## config.mk

```make
export PLATFORM = sky130hd
export DESIGN_NAME = erps_device_flat
export DESIGN_NICKNAME = d
export VERILOG_FILES = /design/src/logic/erps_pkg.sv /design/src/logic/erps_if.sv /design/src/logic/erps_filter.sv /design/src/logic/erps_device.sv /design/src/flat_wrapper.sv
export SDC_FILE = /design/constraint.sdc
export NUM_CORES = 1
export LEC_CHECK = 0
export BUFFER_PORTS_ARGS = -buffer_cell sky130_fd_sc_hd__buf_2
export CAP_MARGIN = 20
export CORE_ASPECT_RATIO = 1.75
export CORE_UTILIZATION = 35
export DETAILED_ROUTE_END_ITERATION = 8
export PLACE_DENSITY_LB_ADDON = 0.2
export SYNTH_ARGS = -nofsm -noshare
export SYNTH_HDL_FRONTEND = slang
export SYNTH_SLANG_ARGS = --single-unit
```

## constraint.sdc

```tcl
create_clock -name core_clk -period 2.29 [get_ports core_clk]
set_clock_uncertainty 0.15 [all_clocks]
set_input_delay 0.229 -clock core_clk [delete_from_list [all_inputs] [get_ports core_clk]]
set_output_delay 0.229 -clock core_clk [all_outputs]
set_load 0.03 [all_outputs]
```

## src/logic/erps_pkg.sv

```systemverilog
// Package for the enable/reset power sequencer: timing counts and shared types.
// Assumes a 40 MHz core clock shared by both ends.
package erps_pkg;
    // ------------------------------------------------------------
    // Clock and timing
    // ------------------------------------------------------------
    localparam int CLK_HZ = 40000000;
    localparam int CLK_NS = 25;
    localparam int STOP_MS = 1000;
    localparam int STOP_CYC = STOP_MS * (CLK_HZ / 1000);
    localparam int EN_MIN_PS = 1200000;
    localparam int EN_MIN_CYC = (EN_MIN_PS + CLK_NS * 1000 - 1) / (CLK_NS * 1000);
    localparam int HOST_HOLD_CYC = EN_MIN_CYC + 2;
    // ------------------------------------------------------------
    // Field encodings
    // ------------------------------------------------------------
    localparam logic [1:0] FB_HALL_U = 2'h0;
    localparam logic [1:0] FB_PICKUP = 2'h2;
    localparam logic [7:0] DUTY_FULL = 8'hFF;
    localparam logic [7:0] DUTY_STEP = 8'h01;
    localparam logic [7:0] CFG_RESET = 8'h00;
    localparam logic POLARITY_RESET = 1'b0;
    localparam logic BRAKE_RESET = 1'b0;
    // ------------------------------------------------------------
    // Sequencer states
    // ------------------------------------------------------------
    typedef enum logic [2:0] {
        ERPS_UNCONF, ERPS_RUN, ERPS_STOPPING, ERPS_SLEEP, ERPS_RST_STOP, ERPS_RST_HOLD
    } erps_state_t;
endpackage

```

## src/logic/erps_if.sv

```systemverilog
// Pin-level link between the host controller and the sequencer.
// Assumes both ends run on the same core clock.
`timescale 1ns/1ps
interface erps_if;
    logic enable_pin;
    logic reset_pin;
    logic config_source_select;
    logic cfg_wr;
    logic [7:0] cfg_data;
    logic otp_burn;
    logic speed_reference_clock;
    logic asleep;
    logic configured;
    modport device (
        input enable_pin, reset_pin, config_source_select, cfg_wr, cfg_data, otp_burn,
        input speed_reference_clock,
        output asleep, configured
    );
    modport host (
        output enable_pin, reset_pin, config_source_select, cfg_wr, cfg_data, otp_burn,
        output speed_reference_clock,
        input asleep, configured
    );
endinterface

```

## src/logic/erps_filter.sv

```systemverilog
// Pulse-width filter for the enable pin: a level change is accepted only after
// it has held for a given number of cycles. Assumes a synchronous input.
`timescale 1ns/1ps
module erps_filter #(
    parameter int HOLD = 48
) (
    input wire logic core_clk,
    input wire logic rst,
    input wire logic raw,
    output logic clean
);
    logic [15:0] cnt;

    always_ff @(posedge core_clk) begin
        if (rst) begin
            cnt <= 16'h0000;
            clean <= 1'b1;
        end else if (raw == clean) begin
            cnt <= 16'h0000;
        end else if (cnt >= 16'(HOLD - 1)) begin
            cnt <= 16'h0000;
            clean <= raw;
        end else begin
            cnt <= cnt + 16'h0001;
        end
    end
endmodule

```

## src/logic/erps_device.sv

```systemverilog
// Device end: enable/reset power sequencer of a brushless motor controller.
// Assumes synchronous pins from the host and a 40 MHz core clock.
//
// Overview of operation
// - Enable deassert starts stop and power-down
// - First disable outputs, brake or coast
// - Stopped means no speed pulse for 1 s
// - Power-down gates circuitry, Hall supply, clocks
// - Serial writes still accepted while asleep
// - Host holds enable off at least 1.2 us
// - Enable polarity change also starts sequence
// - Started sequence completes regardless of enable
// - Quick re-enable still waits 1 s stopped
// - Reset during power-down waits for re-enable
// - Reset while enabled: stop, reload, clear
// - Motor disabled while reset stays asserted
// - Tied reset/enable needs active-low polarity
// - Tied signal return reloads and starts motor
// - No motor drive until configured
// - Source pin high: load from EEPROM
// - Source pin low: host writes over serial
// - Burned configuration loads on power-up (here rst clears otp_reg; it loads on the reset reload or in ERPS_UNCONF while unconfigured)
// - Feedback select 00b Hall U, 10b pickup
// - Host supplies correct speed reference clock
// - Current above limit shortens drive duty
// - Open-loop duty command 0% to 100%
`timescale 1ns/1ps
module erps_device #(
    parameter int STOP_CYCLES = erps_pkg::STOP_CYC
) (
    input wire logic core_clk,
    input wire logic rst,
    erps_if.device link,
    input wire logic enable_polarity,
    input wire logic brake_mode_select,
    input wire logic [1:0] speed_feedback_select,
    input wire logic [7:0] duty_command,
    input wire logic closed_loop,
    input wire logic [7:0] eeprom_data,
    input wire logic current_limit_trip,
    input wire logic speed_pulse_output,
    input wire logic hall_u,
    input wire logic speed_pickup_input,
    output logic drive_on,
    output logic brake_on,
    output logic [7:0] drive_duty,
    output logic hall_supply_regulator,
    output logic power_switch,
    output logic clocks_running,
    output logic fault_clear,
    output logic loop_init,
    output logic speed_fb,
    output logic [7:0] config_reg
);
    erps_pkg::erps_state_t state;
    logic en_clean;
    logic en_active;
    logic rst_active;
    logic pol_q;
    logic pulse_q;
    logic pending_reset;
    logic [7:0] otp_reg;
    logic otp_valid;
    logic [31:0] quiet_cnt;
    logic stopped;

    // ------------------------------------------------------------
    // Enable filtering and polarity
    // ------------------------------------------------------------
    erps_filter #(.HOLD(erps_pkg::EN_MIN_CYC)) u_filter (
        .core_clk(core_clk),
        .rst(rst),
        .raw(link.enable_pin),
        .clean(en_clean)
    );
    // Tied pins work because the polarity inverts enable only
    assign en_active = en_clean ^ enable_polarity;
    assign rst_active = link.reset_pin;

    always_ff @(posedge core_clk) begin
        if (rst) begin
            pol_q <= erps_pkg::POLARITY_RESET;
        end else begin
            pol_q <= enable_polarity;
        end
    end

    // ------------------------------------------------------------
    // Rotation detect: 1 s without speed pulse edges
    // ------------------------------------------------------------
    always_ff @(posedge core_clk) begin
        if (rst) begin
            pulse_q <= 1'b0;
            quiet_cnt <= 32'h00000000;
        end else begin
            pulse_q <= speed_pulse_output;
            if (pulse_q != speed_pulse_output || state == erps_pkg::ERPS_RUN) begin
                quiet_cnt <= 32'h00000000;
            end else if (quiet_cnt < 32'(STOP_CYCLES)) begin
                quiet_cnt <= quiet_cnt + 32'h00000001;
            end
        end
    end
    assign stopped = (quiet_cnt >= 32'(STOP_CYCLES));

    // ------------------------------------------------------------
    // Sequencer
    // ------------------------------------------------------------
    always_ff @(posedge core_clk) begin
        if (rst) begin
            state <= erps_pkg::ERPS_UNCONF;
            pending_reset <= 1'b0;
        end else begin
            unique case (state)
                erps_pkg::ERPS_UNCONF: begin
                    if (link.configured && en_active && !rst_active) begin
                        state <= erps_pkg::ERPS_RUN;
                    end
                end
                erps_pkg::ERPS_RUN: begin
                    if (!en_active || pol_q != enable_polarity) begin
                        state <= erps_pkg::ERPS_STOPPING;
                    end else if (rst_active) begin
                        state <= erps_pkg::ERPS_RST_STOP;
                    end
                end
                erps_pkg::ERPS_STOPPING: begin
                    if (rst_active) begin
                        pending_reset <= 1'b1;
                    end
                    if (stopped) begin
                        state <= erps_pkg::ERPS_SLEEP;
                    end
                end
                erps_pkg::ERPS_SLEEP: begin
                    if (rst_active) begin
                        pending_reset <= 1'b1;
                    end
                    if (en_active) begin
                        pending_reset <= 1'b0;
                        if (pending_reset || rst_active) begin
                            state <= erps_pkg::ERPS_RST_STOP;
                        end else begin
                            state <= erps_pkg::ERPS_UNCONF;
                        end
                    end
                end
                erps_pkg::ERPS_RST_STOP: begin
                    if (stopped) begin
                        state <= erps_pkg::ERPS_RST_HOLD;
                    end
                end
                erps_pkg::ERPS_RST_HOLD: begin
                    if (!rst_active) begin
                        state <= erps_pkg::ERPS_UNCONF;
                    end
                end
                default: begin
                    state <= erps_pkg::ERPS_UNCONF;
                end
            endcase
        end
    end

    // ------------------------------------------------------------
    // Configuration: serial writes, EEPROM, OTP
    // ------------------------------------------------------------
    always_ff @(posedge core_clk) begin
        if (rst) begin
            config_reg <= erps_pkg::CFG_RESET;
            otp_reg <= erps_pkg::CFG_RESET;
            otp_valid <= 1'b0;
            link.configured <= 1'b0;
        end else begin
            if (state == erps_pkg::ERPS_RST_STOP && stopped) begin
                config_reg <= otp_reg;
                link.configured <= otp_valid;
            end else if (!link.config_source_select && link.cfg_wr) begin
                config_reg <= link.cfg_data;
                link.configured <= 1'b1;
            end else if (link.config_source_select && state == erps_pkg::ERPS_UNCONF
                         && !link.configured) begin
                config_reg <= eeprom_data;
                link.configured <= 1'b1;
            end else if (otp_valid && state == erps_pkg::ERPS_UNCONF
                         && !link.configured) begin
                config_reg <= otp_reg;
                link.configured <= 1'b1;
            end
            if (!link.config_source_select && link.otp_burn && !otp_valid) begin
                otp_reg <= config_reg;
                otp_valid <= 1'b1;
            end
        end
    end

    // ------------------------------------------------------------
    // Drive outputs, power gating, feedback select
    // ------------------------------------------------------------
    always_ff @(posedge core_clk) begin
        if (rst) begin
            drive_on <= 1'b0;
            brake_on <= erps_pkg::BRAKE_RESET;
            drive_duty <= 8'h00;
            hall_supply_regulator <= 1'b1;
            power_switch <= 1'b1;
            clocks_running <= 1'b1;
            link.asleep <= 1'b0;
            fault_clear <= 1'b0;
            loop_init <= 1'b0;
            speed_fb <= 1'b0;
        end else begin
            drive_on <= (state == erps_pkg::ERPS_RUN);
            brake_on <= (state == erps_pkg::ERPS_STOPPING || state == erps_pkg::ERPS_RST_STOP)
                        && brake_mode_select;
            if (state != erps_pkg::ERPS_RUN) begin
                drive_duty <= 8'h00;
            end else if (current_limit_trip) begin
                if (drive_duty > erps_pkg::DUTY_STEP) begin
                    drive_duty <= drive_duty - erps_pkg::DUTY_STEP;
                end else begin
                    drive_duty <= 8'h00;
                end
            end else if (!closed_loop) begin
                drive_duty <= duty_command;
            end else begin
                drive_duty <= erps_pkg::DUTY_FULL;
            end
            hall_supply_regulator <= (state != erps_pkg::ERPS_SLEEP);
            power_switch <= (state != erps_pkg::ERPS_SLEEP);
            clocks_running <= (state != erps_pkg::ERPS_SLEEP);
            link.asleep <= (state == erps_pkg::ERPS_SLEEP);
            fault_clear <= (state == erps_pkg::ERPS_RST_STOP) && stopped;
            loop_init <= (state == erps_pkg::ERPS_RST_STOP) && stopped;
            speed_fb <= (speed_feedback_select == erps_pkg::FB_PICKUP) ? speed_pickup_input
                      : hall_u;
        end
    end
endmodule

```

## src/flat_wrapper.sv

```systemverilog
// flat-port wrapper written by rule: the top's interface ports become plain ports
module erps_device_flat 
#(
    parameter int STOP_CYCLES = erps_pkg::STOP_CYC
)
  (core_clk, rst, enable_polarity, brake_mode_select, speed_feedback_select, duty_command, closed_loop, eeprom_data, current_limit_trip, speed_pulse_output, hall_u, speed_pickup_input, drive_on, brake_on, drive_duty, hall_supply_regulator, power_switch, clocks_running, fault_clear, loop_init, speed_fb, config_reg, link_enable_pin, link_reset_pin, link_config_source_select, link_cfg_wr, link_cfg_data, link_otp_burn, link_speed_reference_clock, link_asleep, link_configured);
  erps_if link_i ();
  input wire logic core_clk;
  input wire logic rst;
  input wire logic enable_polarity;
  input wire logic brake_mode_select;
  input wire logic [1:0] speed_feedback_select;
  input wire logic [7:0] duty_command;
  input wire logic closed_loop;
  input wire logic [7:0] eeprom_data;
  input wire logic current_limit_trip;
  input wire logic speed_pulse_output;
  input wire logic hall_u;
  input wire logic speed_pickup_input;
  output logic drive_on;
  output logic brake_on;
  output logic [7:0] drive_duty;
  output logic hall_supply_regulator;
  output logic power_switch;
  output logic clocks_running;
  output logic fault_clear;
  output logic loop_init;
  output logic speed_fb;
  output logic [7:0] config_reg;
  input wire logic [$bits(link_i.enable_pin)-1:0] link_enable_pin;
  input wire logic [$bits(link_i.reset_pin)-1:0] link_reset_pin;
  input wire logic [$bits(link_i.config_source_select)-1:0] link_config_source_select;
  input wire logic [$bits(link_i.cfg_wr)-1:0] link_cfg_wr;
  input wire logic [$bits(link_i.cfg_data)-1:0] link_cfg_data;
  input wire logic [$bits(link_i.otp_burn)-1:0] link_otp_burn;
  input wire logic [$bits(link_i.speed_reference_clock)-1:0] link_speed_reference_clock;
  output wire logic [$bits(link_i.asleep)-1:0] link_asleep;
  output wire logic [$bits(link_i.configured)-1:0] link_configured;
  assign link_i.enable_pin = link_enable_pin;
  assign link_i.reset_pin = link_reset_pin;
  assign link_i.config_source_select = link_config_source_select;
  assign link_i.cfg_wr = link_cfg_wr;
  assign link_i.cfg_data = link_cfg_data;
  assign link_i.otp_burn = link_otp_burn;
  assign link_i.speed_reference_clock = link_speed_reference_clock;
  assign link_asleep = link_i.asleep;
  assign link_configured = link_i.configured;
  erps_device #(.STOP_CYCLES(STOP_CYCLES)) u_core (.core_clk(core_clk), .rst(rst), .link(link_i), .enable_polarity(enable_polarity), .brake_mode_select(brake_mode_select), .speed_feedback_select(speed_feedback_select), .duty_command(duty_command), .closed_loop(closed_loop), .eeprom_data(eeprom_data), .current_limit_trip(current_limit_trip), .speed_pulse_output(speed_pulse_output), .hall_u(hall_u), .speed_pickup_input(speed_pickup_input), .drive_on(drive_on), .brake_on(brake_on), .drive_duty(drive_duty), .hall_supply_regulator(hall_supply_regulator), .power_switch(power_switch), .clocks_running(clocks_running), .fault_clear(fault_clear), .loop_init(loop_init), .speed_fb(speed_fb), .config_reg(config_reg));
endmodule
```

==> impl_summary.txt, run 1 <==
----------------------------------------------------
[Status]
  Status ... finished, violations left
  Failing checks ... DRC

[Global routing]
  Antenna violations before repair ... 0
  Wire length of the first global-routing pass ... 17.5 mm
  Global routing usage summed across all routing layers ... 17.5%
  Total overflow reported by the global router ... 0
  Maximum number of pins on one net before global-route repair ... 27
  Vias in the first global route ... 3761

[STA]
  Fraction of the cycle the final worst path needs ... 98.8%
  Slew @ Worst Pin ... 0.548 ns
  Top achievable clock speed ... 442 MHz
  Relative slew slack ... 63.5%
  Hold violation count in the final report ... 0
  Setup repair after global routing missed its margin ... true
  Number of max-slew violations in the final report ... 0
  Setup WS post-layout ... 0.0275 ns
  Clock period minus final worst setup slack ... 2.26 ns
  Total of endpoints with negative setup slack in the final report ... 0

[Floorplan]
  Starting density of the core ... 35.8%
  Die extent in x ... 84.0 um
  Boundary pin count ... 67
  Cell row count ... 52
  Die outline area ... ~12000 um2
  Total core area ... 11500 um2
  Die H ... 146 um

[Finish]
  Sequential cell area ... between 1500 and 2000 um2
  Largest register by flop count ... u_core.quiet_cnt
  Total inserted antenna cells ... 0
  Post-Layout Inst Area ... 5250 um2
  Fraction of layout instances using a drive strength above 1 ... 27.1%
  Fraction of the core area covered by cells at the end of the flow ... 45.6%
  Number of flip-flops under the largest register name ... 32
  Total of fill cells in the finished design ... 1133
  Growth of design area from synthesis to finish ... 27.3%
  Registers with the most flip-flops ... u_core.quiet_cnt (32), u_core.u_filter.cnt (16)
  Area of the multi-input gates ... around 2200 um2
  Non-filler instance count after layout ... 717
  Net total in the final layout ... 623

[Synthesis]
  Number of flops mapped to enable cells by yosys ... 0
  Mux share of post-synthesis cell area ... about 2.4%
  Post-Synth Adder-Cell Area ... 1.52%
  Simple-Gate Fraction of Synth Area ... 26.7%
  Cell variety after synth ... 60
  Cell Area, Synth ... a little over 4000 um2
  Post-synthesis sequential area ratio ... between 40% and 50%
  Main combinational cell family by area after synthesis ... simple AND/OR/NAND/NOR gates
  Main area contributors after synthesis ... sky130_fd_sc_hd__dfxtp_1 42%, sky130_fd_sc_hd__nor2_1 4.5%, sky130_fd_sc_hd__and2_1 4.1%, sky130_fd_sc_hd__xnor2_1 3.2%, sky130_fd_sc_hd__nand2_1 2.7%
  Proportion of register bits with asynchronous set or reset after synthesis ... 0%
  Yosys top cell by area ... sky130_fd_sc_hd__dfxtp_1
  Number of synthesized register bits ... 87
  XOR/XNOR Fraction of Synth Area ... 4.04%
  Count of mapped cells out of synthesis ... 476
  Share of Yosys cell area claimed by the top area cell type ... approximately 42%
  Dominant synthesized flop cell ... sky130_fd_sc_hd__dfxtp_1
  Complex-gate fraction of the synthesized area ... 17.2%
  Average size of a mapped cell ... 8.66 um2
  Count of yosys warnings during synthesis ... 0

[Detailed routing]
  Vias ... ~3800
  DR DRC count ... 2
  Total Wirelength ... 10.2 mm
  Via-per-instance ratio ... 5.29
  Post-DR wirelength/cell ... 14.2 um
  Detailed Route Iter0 Violations ... approximately 180
  1st-pass router iterations ... 6
  Post-route ant nets ... 0

[Power]
  Worst-case vdd ir drop ... 0.456 mV
  PwrDens ... 651 nW/um2
  Leak pwr ... 2.11 nW

[CTS]
  Clock transition at the registers of the reported paths ... 0.07 ns
  Number of sinks on the clock net ... 87
  H-Tree Depth ... 3
  Bufs on Longest Clock Path ... 2
  Total clock buffers created by CTS ... 9
  Source-to-sink clock delay at the later pin of the worst-skew pair ... between 0.3 and 0.4 ns
  Root Buffer ... sky130_fd_sc_hd__clkbuf_16
  Clock tree from TritonCTS ... done

[Worst setup path]
  Largest driver fanout on the critical path ... 5
  Arrival time worst endpoint ... 2.37 ns
  Data required time of the critical path ... 2.40 ns
  Startpoint class of the critical path ... flop
  Setup slack of the worst register-to-register path ... 0.03 ns
  Category of the most critical setup path ... reg -> reg
  Kind of end point of the critical path ... flop

[Placement]
  Number of port buffers ... 65
  Gp weighted congestion ... 0.775
  Placed cell areas ... 4740 um2
  Dpl cells ... between 600 and 700
  Minimum setup slack after placement ... -0.0767 ns
  Detailed-placement wirelength estimate ... 7.31 mm

[Job]
  Number of maximum-capacitance constraint violations ... 0

[Worst hold path]
  HP Class ... in -> reg

----------------------------------------------------
## area by class of cell
class | instances | share of cell area, %
Timing Repair Buffer | 114 | 14.2
Multi-Input combinational cell | 350 | 42.5
Inverter | 15 | 1.07
Clock inverter | 7 | 1.48
Clock buffer | 9 | 4.29
Tap cell | 135 | 3.22
Sequential cell | 87 | 33.3
## critical path, cell delays in order, from the launching register on
cell and delay (ns):
sky130_fd_sc_hd__dfxtp_2 0.33, sky130_fd_sc_hd__or4b_4 0.55, sky130_fd_sc_hd__a2111oi_4 0.46, sky130_fd_sc_hd__nor3_2 0.11
sky130_fd_sc_hd__a2111o_1 0.39, sky130_fd_sc_hd__a31oi_1 0.19
## final timing paths
path | startpoint | end | depth (start not counted)
min | rst | u_core.pol_q | 2
min reg2reg | u_core.u_filter.cnt[0] | u_core.u_filter.cnt[0] | 1
max | u_core.quiet_cnt[23] | u_core.state[0] | 5
max reg2reg | u_core.quiet_cnt[23] | u_core.state[0] | 5
## kinds of logic after synthesis
family	after synthesis
AOI/OAI and AO/OA	103
xor gates and xnor gates	19
adders and majority gates	5
buffers and inverters	48
DFF	87
muxes	10
other	1
and+or+nand+nor	203
## through the flow
step	TNS [ns]	total power [mW]	hold slack (ns)
3_5_place_dp	-0.140	1.94	0.282
3_3_place_gp	-0.0259	1.93	0.278
2_1_floorplan	0	1.83	0.197
5_1_grt	-0.435	3.58	0.0104
6_report	0	3.42	0.0242
4_1_cts	-0.0517	3.46	0.0109
## what timing repair did
action / CTS / global route
hold buffers: 6 / 0
setup endpoints to repair: 7 / 12
gates resized for setup: 6 / 21
pin swaps: 5 / 10
setup buffers: 2 / 6
endpoints found under the hold margin: 5 / 0
## Yosys cell counts, types with 4 or more instances
cell type                  count
sky130_fd_sc_hd__xor2_1        4
sky130_fd_sc_hd__nand3_1      17
sky130_fd_sc_hd__xnor2_1      15
sky130_fd_sc_hd__or3_1         6
sky130_fd_sc_hd__nor3_1        8
sky130_fd_sc_hd__and3_1        9
sky130_fd_sc_hd__dfxtp_1      87
sky130_fd_sc_hd__o31ai_1       4
sky130_fd_sc_hd__or3_2         4
sky130_fd_sc_hd__nor2b_1       9
sky130_fd_sc_hd__buf_4         5
sky130_fd_sc_hd__nand4_1      10
sky130_fd_sc_hd__inv_1        15
sky130_fd_sc_hd__a21oi_1      22
sky130_fd_sc_hd__o22ai_1      11
sky130_fd_sc_hd__clkbuf_1     17
sky130_fd_sc_hd__nor4_1        9
sky130_fd_sc_hd__a31oi_1      10
sky130_fd_sc_hd__nand2_1      30
sky130_fd_sc_hd__ha_1          5
sky130_fd_sc_hd__mux2i_1      10
sky130_fd_sc_hd__buf_1         5
sky130_fd_sc_hd__nor2_1       49
sky130_fd_sc_hd__o221ai_1      9
sky130_fd_sc_hd__o211ai_1     10
sky130_fd_sc_hd__and2_1       27
sky130_fd_sc_hd__o21ai_0      20
## cell usage in the layout (no fill, tap or decap), types with 10 or more instances in the layout
| cell | count |
|---|---|
| sky130_fd_sc_hd__conb_1 | 10 |
| sky130_fd_sc_hd__o22ai_1 | 11 |
| sky130_fd_sc_hd__buf_4 | 38 |
| sky130_fd_sc_hd__mux2i_1 | 10 |
| sky130_fd_sc_hd__nor2_1 | 49 |
| sky130_fd_sc_hd__o211ai_1 | 10 |
| sky130_fd_sc_hd__nand2_1 | 29 |
| sky130_fd_sc_hd__nand4_1 | 10 |
| sky130_fd_sc_hd__nand3_1 | 17 |
| sky130_fd_sc_hd__a31oi_1 | 10 |
| sky130_fd_sc_hd__inv_1 | 15 |
| sky130_fd_sc_hd__dfxtp_1 | 83 |
| sky130_fd_sc_hd__and2_1 | 27 |
| sky130_fd_sc_hd__a21oi_1 | 18 |
| sky130_fd_sc_hd__o21ai_0 | 18 |
| sky130_fd_sc_hd__xnor2_1 | 15 |
| sky130_fd_sc_hd__buf_2 | 65 |
## power breakdown
part / switching, mW / internal [mW] / leakage [nW]
logic: 0.191 / 0.139 / 1.25
registers: 0.0325 / 1.55 / 0.711
clock network: 0.643 / 0.857 / 0.147
total: 0.866 / 2.55 / 2.11
## metal layers
layer / global-route usage [%] / vias to the layer above / routed length [um]
li1: - / 1904 / -
met5: 0 / - / 0
met2: 33.2 / 86 / 5690
met1: 18.6 / 1795 / 3980
met3: 3.35 / 11 / 356
met4: 6.90 / 0 / 173
(Power assumes the default switching activity.)
==> inputs of run 2 (changes only) <==
CORE_ASPECT_RATIO = 1.4   (was 1.75)
PLACE_DENSITY = 0.59   (was default)
PLACE_DENSITY_LB_ADDON = default   (was 0.2)
==> impl_summary.txt, run 2 (synthesis results as in run 1) <==
----------------------------------------------------
[Floorplan]
  Die H ... between 100 and 150 um
  Total core area ... 11400 um2
  Boundary pin count ... 67
  Die outline area ... 12200 um2
  Cell row count ... 46
  Starting density of the core ... 36.2%
  Die extent in x ... ~94 um

[STA]
  Relative slew slack ... 58.5%
  Clock period minus final worst setup slack ... 2.29 ns
  Slew @ Worst Pin ... approximately 0.62 ns
  Setup repair after global routing missed its margin ... true
  Number of max-slew violations in the final report ... 0
  Hold violation count in the final report ... 0
  Total Neg Setup Slack ... -0.00317 ns
  Total of endpoints with negative setup slack in the final report ... 1
  Top achievable clock speed ... 436 MHz
  Fraction of the cycle the final worst path needs ... 100%
  Setup WS post-layout ... -0.00317 ns

[Status]
  Status ... finished, violations left
  Failing checks ... setup timing

[Finish]
  Total of fill cells in the finished design ... between 1000 and 1500
  Post-Layout Inst Area ... 5240 um2
  Non-filler instance count after layout ... around 720
  Total inserted antenna cells ... 0
  Registers with the most flip-flops ... u_core.quiet_cnt (32), u_core.u_filter.cnt (16)
  Highest-count cells in the layout ignoring fill and taps ... 84 x sky130_fd_sc_hd__dfxtp_1, 65 x sky130_fd_sc_hd__buf_2, 48 x sky130_fd_sc_hd__nor2_1, 36 x sky130_fd_sc_hd__buf_4, 30 x sky130_fd_sc_hd__nand2_1
  Number of flip-flops under the largest register name ... 32
  Most common cell after layout, fill and taps aside ... sky130_fd_sc_hd__dfxtp_1
  Growth of design area from synthesis to finish ... 27.1%
  Fraction of layout instances using a drive strength above 1 ... 26.0%
  Largest register by flop count ... u_core.quiet_cnt
  Fraction of the core area covered by cells at the end of the flow ... around 46%
  Net total in the final layout ... 619

[Global routing]
  Antenna violations before repair ... 0
  Total overflow reported by the global router ... 0
  Wire length of the first global-routing pass ... 16.4 mm
  Vias in the first global route ... 3600
  Global routing usage summed across all routing layers ... 16.9%
  Maximum number of pins on one net before global-route repair ... 28

[Power]
  Leak pwr ... 2.10 nW
  Worst-case vdd ir drop ... 0.352 mV
  PwrDens ... 683 nW/um2

[CTS]
  Clock tree from TritonCTS ... done
  Bufs on Longest Clock Path ... 2
  Source-to-sink clock delay at the later pin of the worst-skew pair ... 0.34 ns
  Clock transition at the registers of the reported paths ... 0.06 ns
  Root Buffer ... sky130_fd_sc_hd__clkbuf_16
  Number of sinks on the clock net ... 87
  Total clock buffers created by CTS ... 9
  H-Tree Depth ... 3

[Worst setup path]
  Sequence of cells on the critical path ... nor4_4 -> nand2_1 -> or3_4 -> buf_6 -> or4_2 -> a21oi_2
  Slowest cell on the critical path ... sky130_fd_sc_hd__or4_2
  Startpoint class of the critical path ... flop
  Kind of end point of the critical path ... flop
  Largest driver fanout on the critical path ... 8
  Category of the most critical setup path ... reg -> reg
  Arrival time worst endpoint ... 2.42 ns
  Data required time of the critical path ... 2.42 ns
  Largest stage delay on the critical path ... about 0.62 ns

[Placement]
  Minimum setup slack after placement ... -0.0598 ns
  Dpl cells ... 696
  Detailed-placement wirelength estimate ... 6.92 mm
  Placed cell areas ... about 4700 um2
  Gp weighted congestion ... between 0.7 and 0.8
  Number of port buffers ... between 60 and 70

[Detailed routing]
  Vias ... 3775
  Detailed Route Iter0 Violations ... ~130
  Post-route ant nets ... 0
  Via-per-instance ratio ... between 5 and 6
  DR DRC count ... 0
  Total Wirelength ... 9.90 mm
  1st-pass router iterations ... 4
  Post-DR wirelength/cell ... around 14 um

[Job]
  Number of maximum-capacitance constraint violations ... 0

[Worst hold path]
  HP Class ... in -> reg

----------------------------------------------------
run 2: changes by cell type in the layout (fill, tap and decap cells not counted), sizes merged:
cell         delta
clkinvlp        -1
inv             -3
dlygate4sd3     +1
clkinv          +2
bufinv          +2
buf             -5
run 2: metal layers:
| layer | vias to the layer above | GRT usage [%] | routed length, um |
|---|---|---|---|
| met5 | - | 0 | 0 |
| li1 | 1901 | - | - |
| met2 | 90 | 29.8 | 4990 |
| met1 | 1770 | 19.9 | 4360 |
| met3 | 14 | 3.07 | 369 |
| met4 | 0 | 7.78 | 183 |
run 2: where the power goes:
part           leakage, nW  switching [mW]  internal (mW)
sequential           0.711          0.0315           1.55
combinational         1.22           0.189          0.134
clock                0.170           0.602           1.07
run 2: final cells by class:
cell class	instances	area [um2]	share of cell area, %
well taps	144	180	3.44
repair buffers	110	688	13.1
clock buffers	9	225	4.30
clock inverters	7	121	2.32
flip-flops and latches	87	1750	33.3
inverters	15	56.3	1.07
multi-input cells	350	2220	42.4
run 2: what timing repair did:
action | 4_1_cts | 5_1_grt
resized for setup | 3 | 12
endpoints found under the hold margin | 6 | 0
endpoints found under the setup margin | 15 | 15
setup buffers | 0 | 3
pin swaps | 2 | 2
hold buffers | 7 | 0
run 2: through the flow:
| stage | hold slack [ns] | power, mW |
|---|---|---|
| floorplan | 0.197 | 1.83 |
| detailed placement | 0.287 | 1.93 |
| CTS | 0.0491 | 3.63 |
| global route | 0.0657 | 3.73 |
| finish | 0.0630 | 3.58 |
| global placement | 0.271 | 1.92 |
run 2: path summary, 6_finish.rpt:
path / slack, ns / startpoint / cells after the start / endpoint
hold / removal: 0.06 / enable_polarity / 2 / u_core.pol_q
hold reg to reg: 0.30 / u_core.u_filter.cnt[0] / 1 / u_core.u_filter.cnt[0]
setup reg to reg: -0.003 / u_core.quiet_cnt[27] / 6 / u_core.quiet_cnt[23]
setup / recovery: -0.003 / u_core.quiet_cnt[27] / 6 / u_core.quiet_cnt[23]
run 2: critical path, delay by kind of cell (launching register included):
kind | cells | cell delay (ns)
compound gates | 1 | 0.15
buf+inv | 1 | 0.14
flops | 1 | 0.33
simple gates | 4 | 1.45
==> inputs of run 3 (changes only) <==
BUFFER_PORTS_ARGS = default   (was -buffer_cell sky130_fd_sc_hd__buf_2)
DONT_BUFFER_PORTS = 1   (was default)
PLACE_DENSITY = 0.54   (was 0.59)
==> impl_summary.txt, run 3 (synthesis results as in run 1) <==
----------------------------------------------------
[Status]
  Status ... finished, violations left
  Failing checks ... setup timing

[Placement]
  Number of port buffers ... 0
  Gp weighted congestion ... 0.742
  Detailed-placement wirelength estimate ... ~6.8 mm
  Placed cell areas ... 4480 um2

[Power]
  Worst-case vdd ir drop ... 0.383 mV
  Pint ... between 2 and 2.5 mW
  Leak pwr ... 1.89 nW
  Share of total power in sequential cells ... roughly 50%
  Power dissipated by switching net loads ... a little under 0.8 mW
  Combinational fraction of design power ... 8.3%
  Clock network fraction of total power ... around two fifths
  PwrDens ... 629 nW/um2
  Switching power share of the total ... 24.3%

[STA]
  Setup repair after global routing missed its margin ... true
  Hold violation count in the final report ... 0
  Relative slew slack ... 43.6%
  Number of max-slew violations in the final report ... 0
  Fraction of the cycle the final worst path needs ... 101%
  Slew @ Worst Pin ... 0.844 ns
  Total of endpoints with negative setup slack in the final report ... 6
  Clock period minus final worst setup slack ... 2.31 ns
  Top achievable clock speed ... 433 MHz
  Setup WS post-layout ... -0.0203 ns

[Detailed routing]
  Via-per-instance ratio ... 5.39
  Vias ... between 3000 and 4000
  Post-DR wirelength/cell ... 14.6 um
  Detailed Route Iter0 Violations ... 144
  Post-route ant nets ... 0
  1st-pass router iterations ... 5
  Total Wirelength ... 9.88 mm
  DR DRC count ... 0

[Job]
  Number of maximum-capacitance constraint violations ... 0

[CTS]
  Bufs on Longest Clock Path ... 2
  Root Buffer ... sky130_fd_sc_hd__clkbuf_16
  Source-to-sink clock delay at the later pin of the worst-skew pair ... 0.34 ns
  H-Tree Depth ... 3
  Total clock buffers created by CTS ... 9
  Clock tree from TritonCTS ... done
  Number of sinks on the clock net ... 87
  Clock transition at the registers of the reported paths ... around 0.060 ns

[Worst hold path]
  HP Class ... in -> reg

[Floorplan]
  Die H ... 130 um
  Total core area ... 11400 um2
  Boundary pin count ... 67
  Cell row count ... 46
  Die outline area ... 12200 um2
  Starting density of the core ... 36.2%
  Die extent in x ... between 90 and 100 um

[Worst setup path]
  Category of the most critical setup path ... reg -> reg
  Startpoint class of the critical path ... flop
  Arrival time worst endpoint ... 2.43 ns
  Kind of end point of the critical path ... flop
  Data required time of the critical path ... 2.41 ns
  Largest driver fanout on the critical path ... 6
  Setup slack of the worst register-to-register path ... -0.02 ns

[Finish]
  Highest-count cells in the layout ignoring fill and taps ... 86 x sky130_fd_sc_hd__dfxtp_1, 49 x sky130_fd_sc_hd__nor2_1, 36 x sky130_fd_sc_hd__buf_4, 29 x sky130_fd_sc_hd__nand2_1, 27 x sky130_fd_sc_hd__and2_1
  Number of flip-flops under the largest register name ... 32
  Fraction of the core area covered by cells at the end of the flow ... 44.8%
  Fraction of layout instances using a drive strength above 1 ... 18.3%
  Total of fill cells in the finished design ... 1131
  Growth of design area from synthesis to finish ... 23.8%
  Net total in the final layout ... 574
  Post-Layout Inst Area ... around 5100 um2
  Area of the multi-input gates ... approximately 2300 um2
  Registers with the most flip-flops ... u_core.quiet_cnt (32), u_core.u_filter.cnt (16)
  Most common cell after layout, fill and taps aside ... sky130_fd_sc_hd__dfxtp_1
  Largest register by flop count ... u_core.quiet_cnt
  Sequential cell area ... 1740 um2
  Total inserted antenna cells ... 0

[Global routing]
  Total overflow reported by the global router ... 0
  Maximum number of pins on one net before global-route repair ... 31
  Wire length of the first global-routing pass ... roughly 16 mm
  Global routing usage summed across all routing layers ... between 15 and 20%
  Vias in the first global route ... 3548
  Antenna violations before repair ... 0

----------------------------------------------------
run 3: layer usage:
metal / track usage [%] / up-vias / wire length, um
met1: 18.9 / 1729 / 4150
li1: - / 1805 / -
met3: 4.46 / 13 / 503
met5: 0 / - / 0
met4: 8.33 / 0 / 199
met2: 30.9 / 94 / 5040
run 3: final timing paths:
path	start	end	cells past startpoint
max	u_core.quiet_cnt[16]	u_core.state[0]	5
min	duty_command[0]	u_core.drive_duty[0]	3
max reg2reg	u_core.quiet_cnt[16]	u_core.state[0]	5
min reg2reg	u_core.u_filter.cnt[0]	u_core.u_filter.cnt[0]	1
run 3: metrics by stage:
| step | worst slack (ns) | hold slack [ns] | TNS, ns | total power [mW] | std cells |
|---|---|---|---|---|---|
| 4_1_cts | -0.0636 | 0.00248 | -0.231 | 3.24 | 674 |
| 3_5_place_dp | -0.0632 | 0.157 | -0.263 | 1.87 | 637 |
| 6_report | -0.0203 | 0.00890 | -0.0748 | 3.21 | 675 |
| 2_1_floorplan | 0.00443 | 0.197 | 0 | 1.83 | 485 |
| 3_3_place_gp | -0.0561 | 0.156 | -0.0790 | 1.86 | 637 |
| 5_1_grt | -0.153 | 0.00799 | -2.63 | 3.35 | 675 |
run 3: power by group through the flow:
stage | clock (mW) | sequential [mW] | combinational (mW)
2_1_floorplan | 0 | 1.64 | 0.182
3_3_place_gp | 0 | 1.65 | 0.215
3_5_place_dp | 0 | 1.65 | 0.220
4_1_cts | 1.37 | 1.62 | 0.263
5_1_grt | 1.43 | 1.62 | 0.296
6_report | 1.33 | 1.62 | 0.267
run 3: layout make-up:
| class | count | share of cell area, % |
|---|---|---|
| clock buffers | 11 | 4.76 |
| clock inverters | 3 | 0.417 |
| inverters | 15 | 1.10 |
| multi-input cells | 350 | 44.4 |
| flip-flops and latches | 87 | 34.2 |
| well taps | 144 | 3.53 |
| repair buffers | 65 | 11.6 |
run 3: repair_timing:
action,in CTS,in global routing
gates resized for setup,6,27
hold buffers,20,0
endpoints found under the hold margin,37,0
endpoints found under the setup margin,16,28
buffers inserted,3,1
gates cloned,0,0
pin swaps,8,13
run 3: critical path, stage by stage, from the launching register on:
cell and delay [ns]:
sky130_fd_sc_hd__dfxtp_2 0.32, sky130_fd_sc_hd__or4b_4 0.54, sky130_fd_sc_hd__a2111oi_4 0.52, sky130_fd_sc_hd__nor3_2 0.14, sky130_fd_sc_hd__a2111o_1 0.40, sky130_fd_sc_hd__a31oi_1 0.15
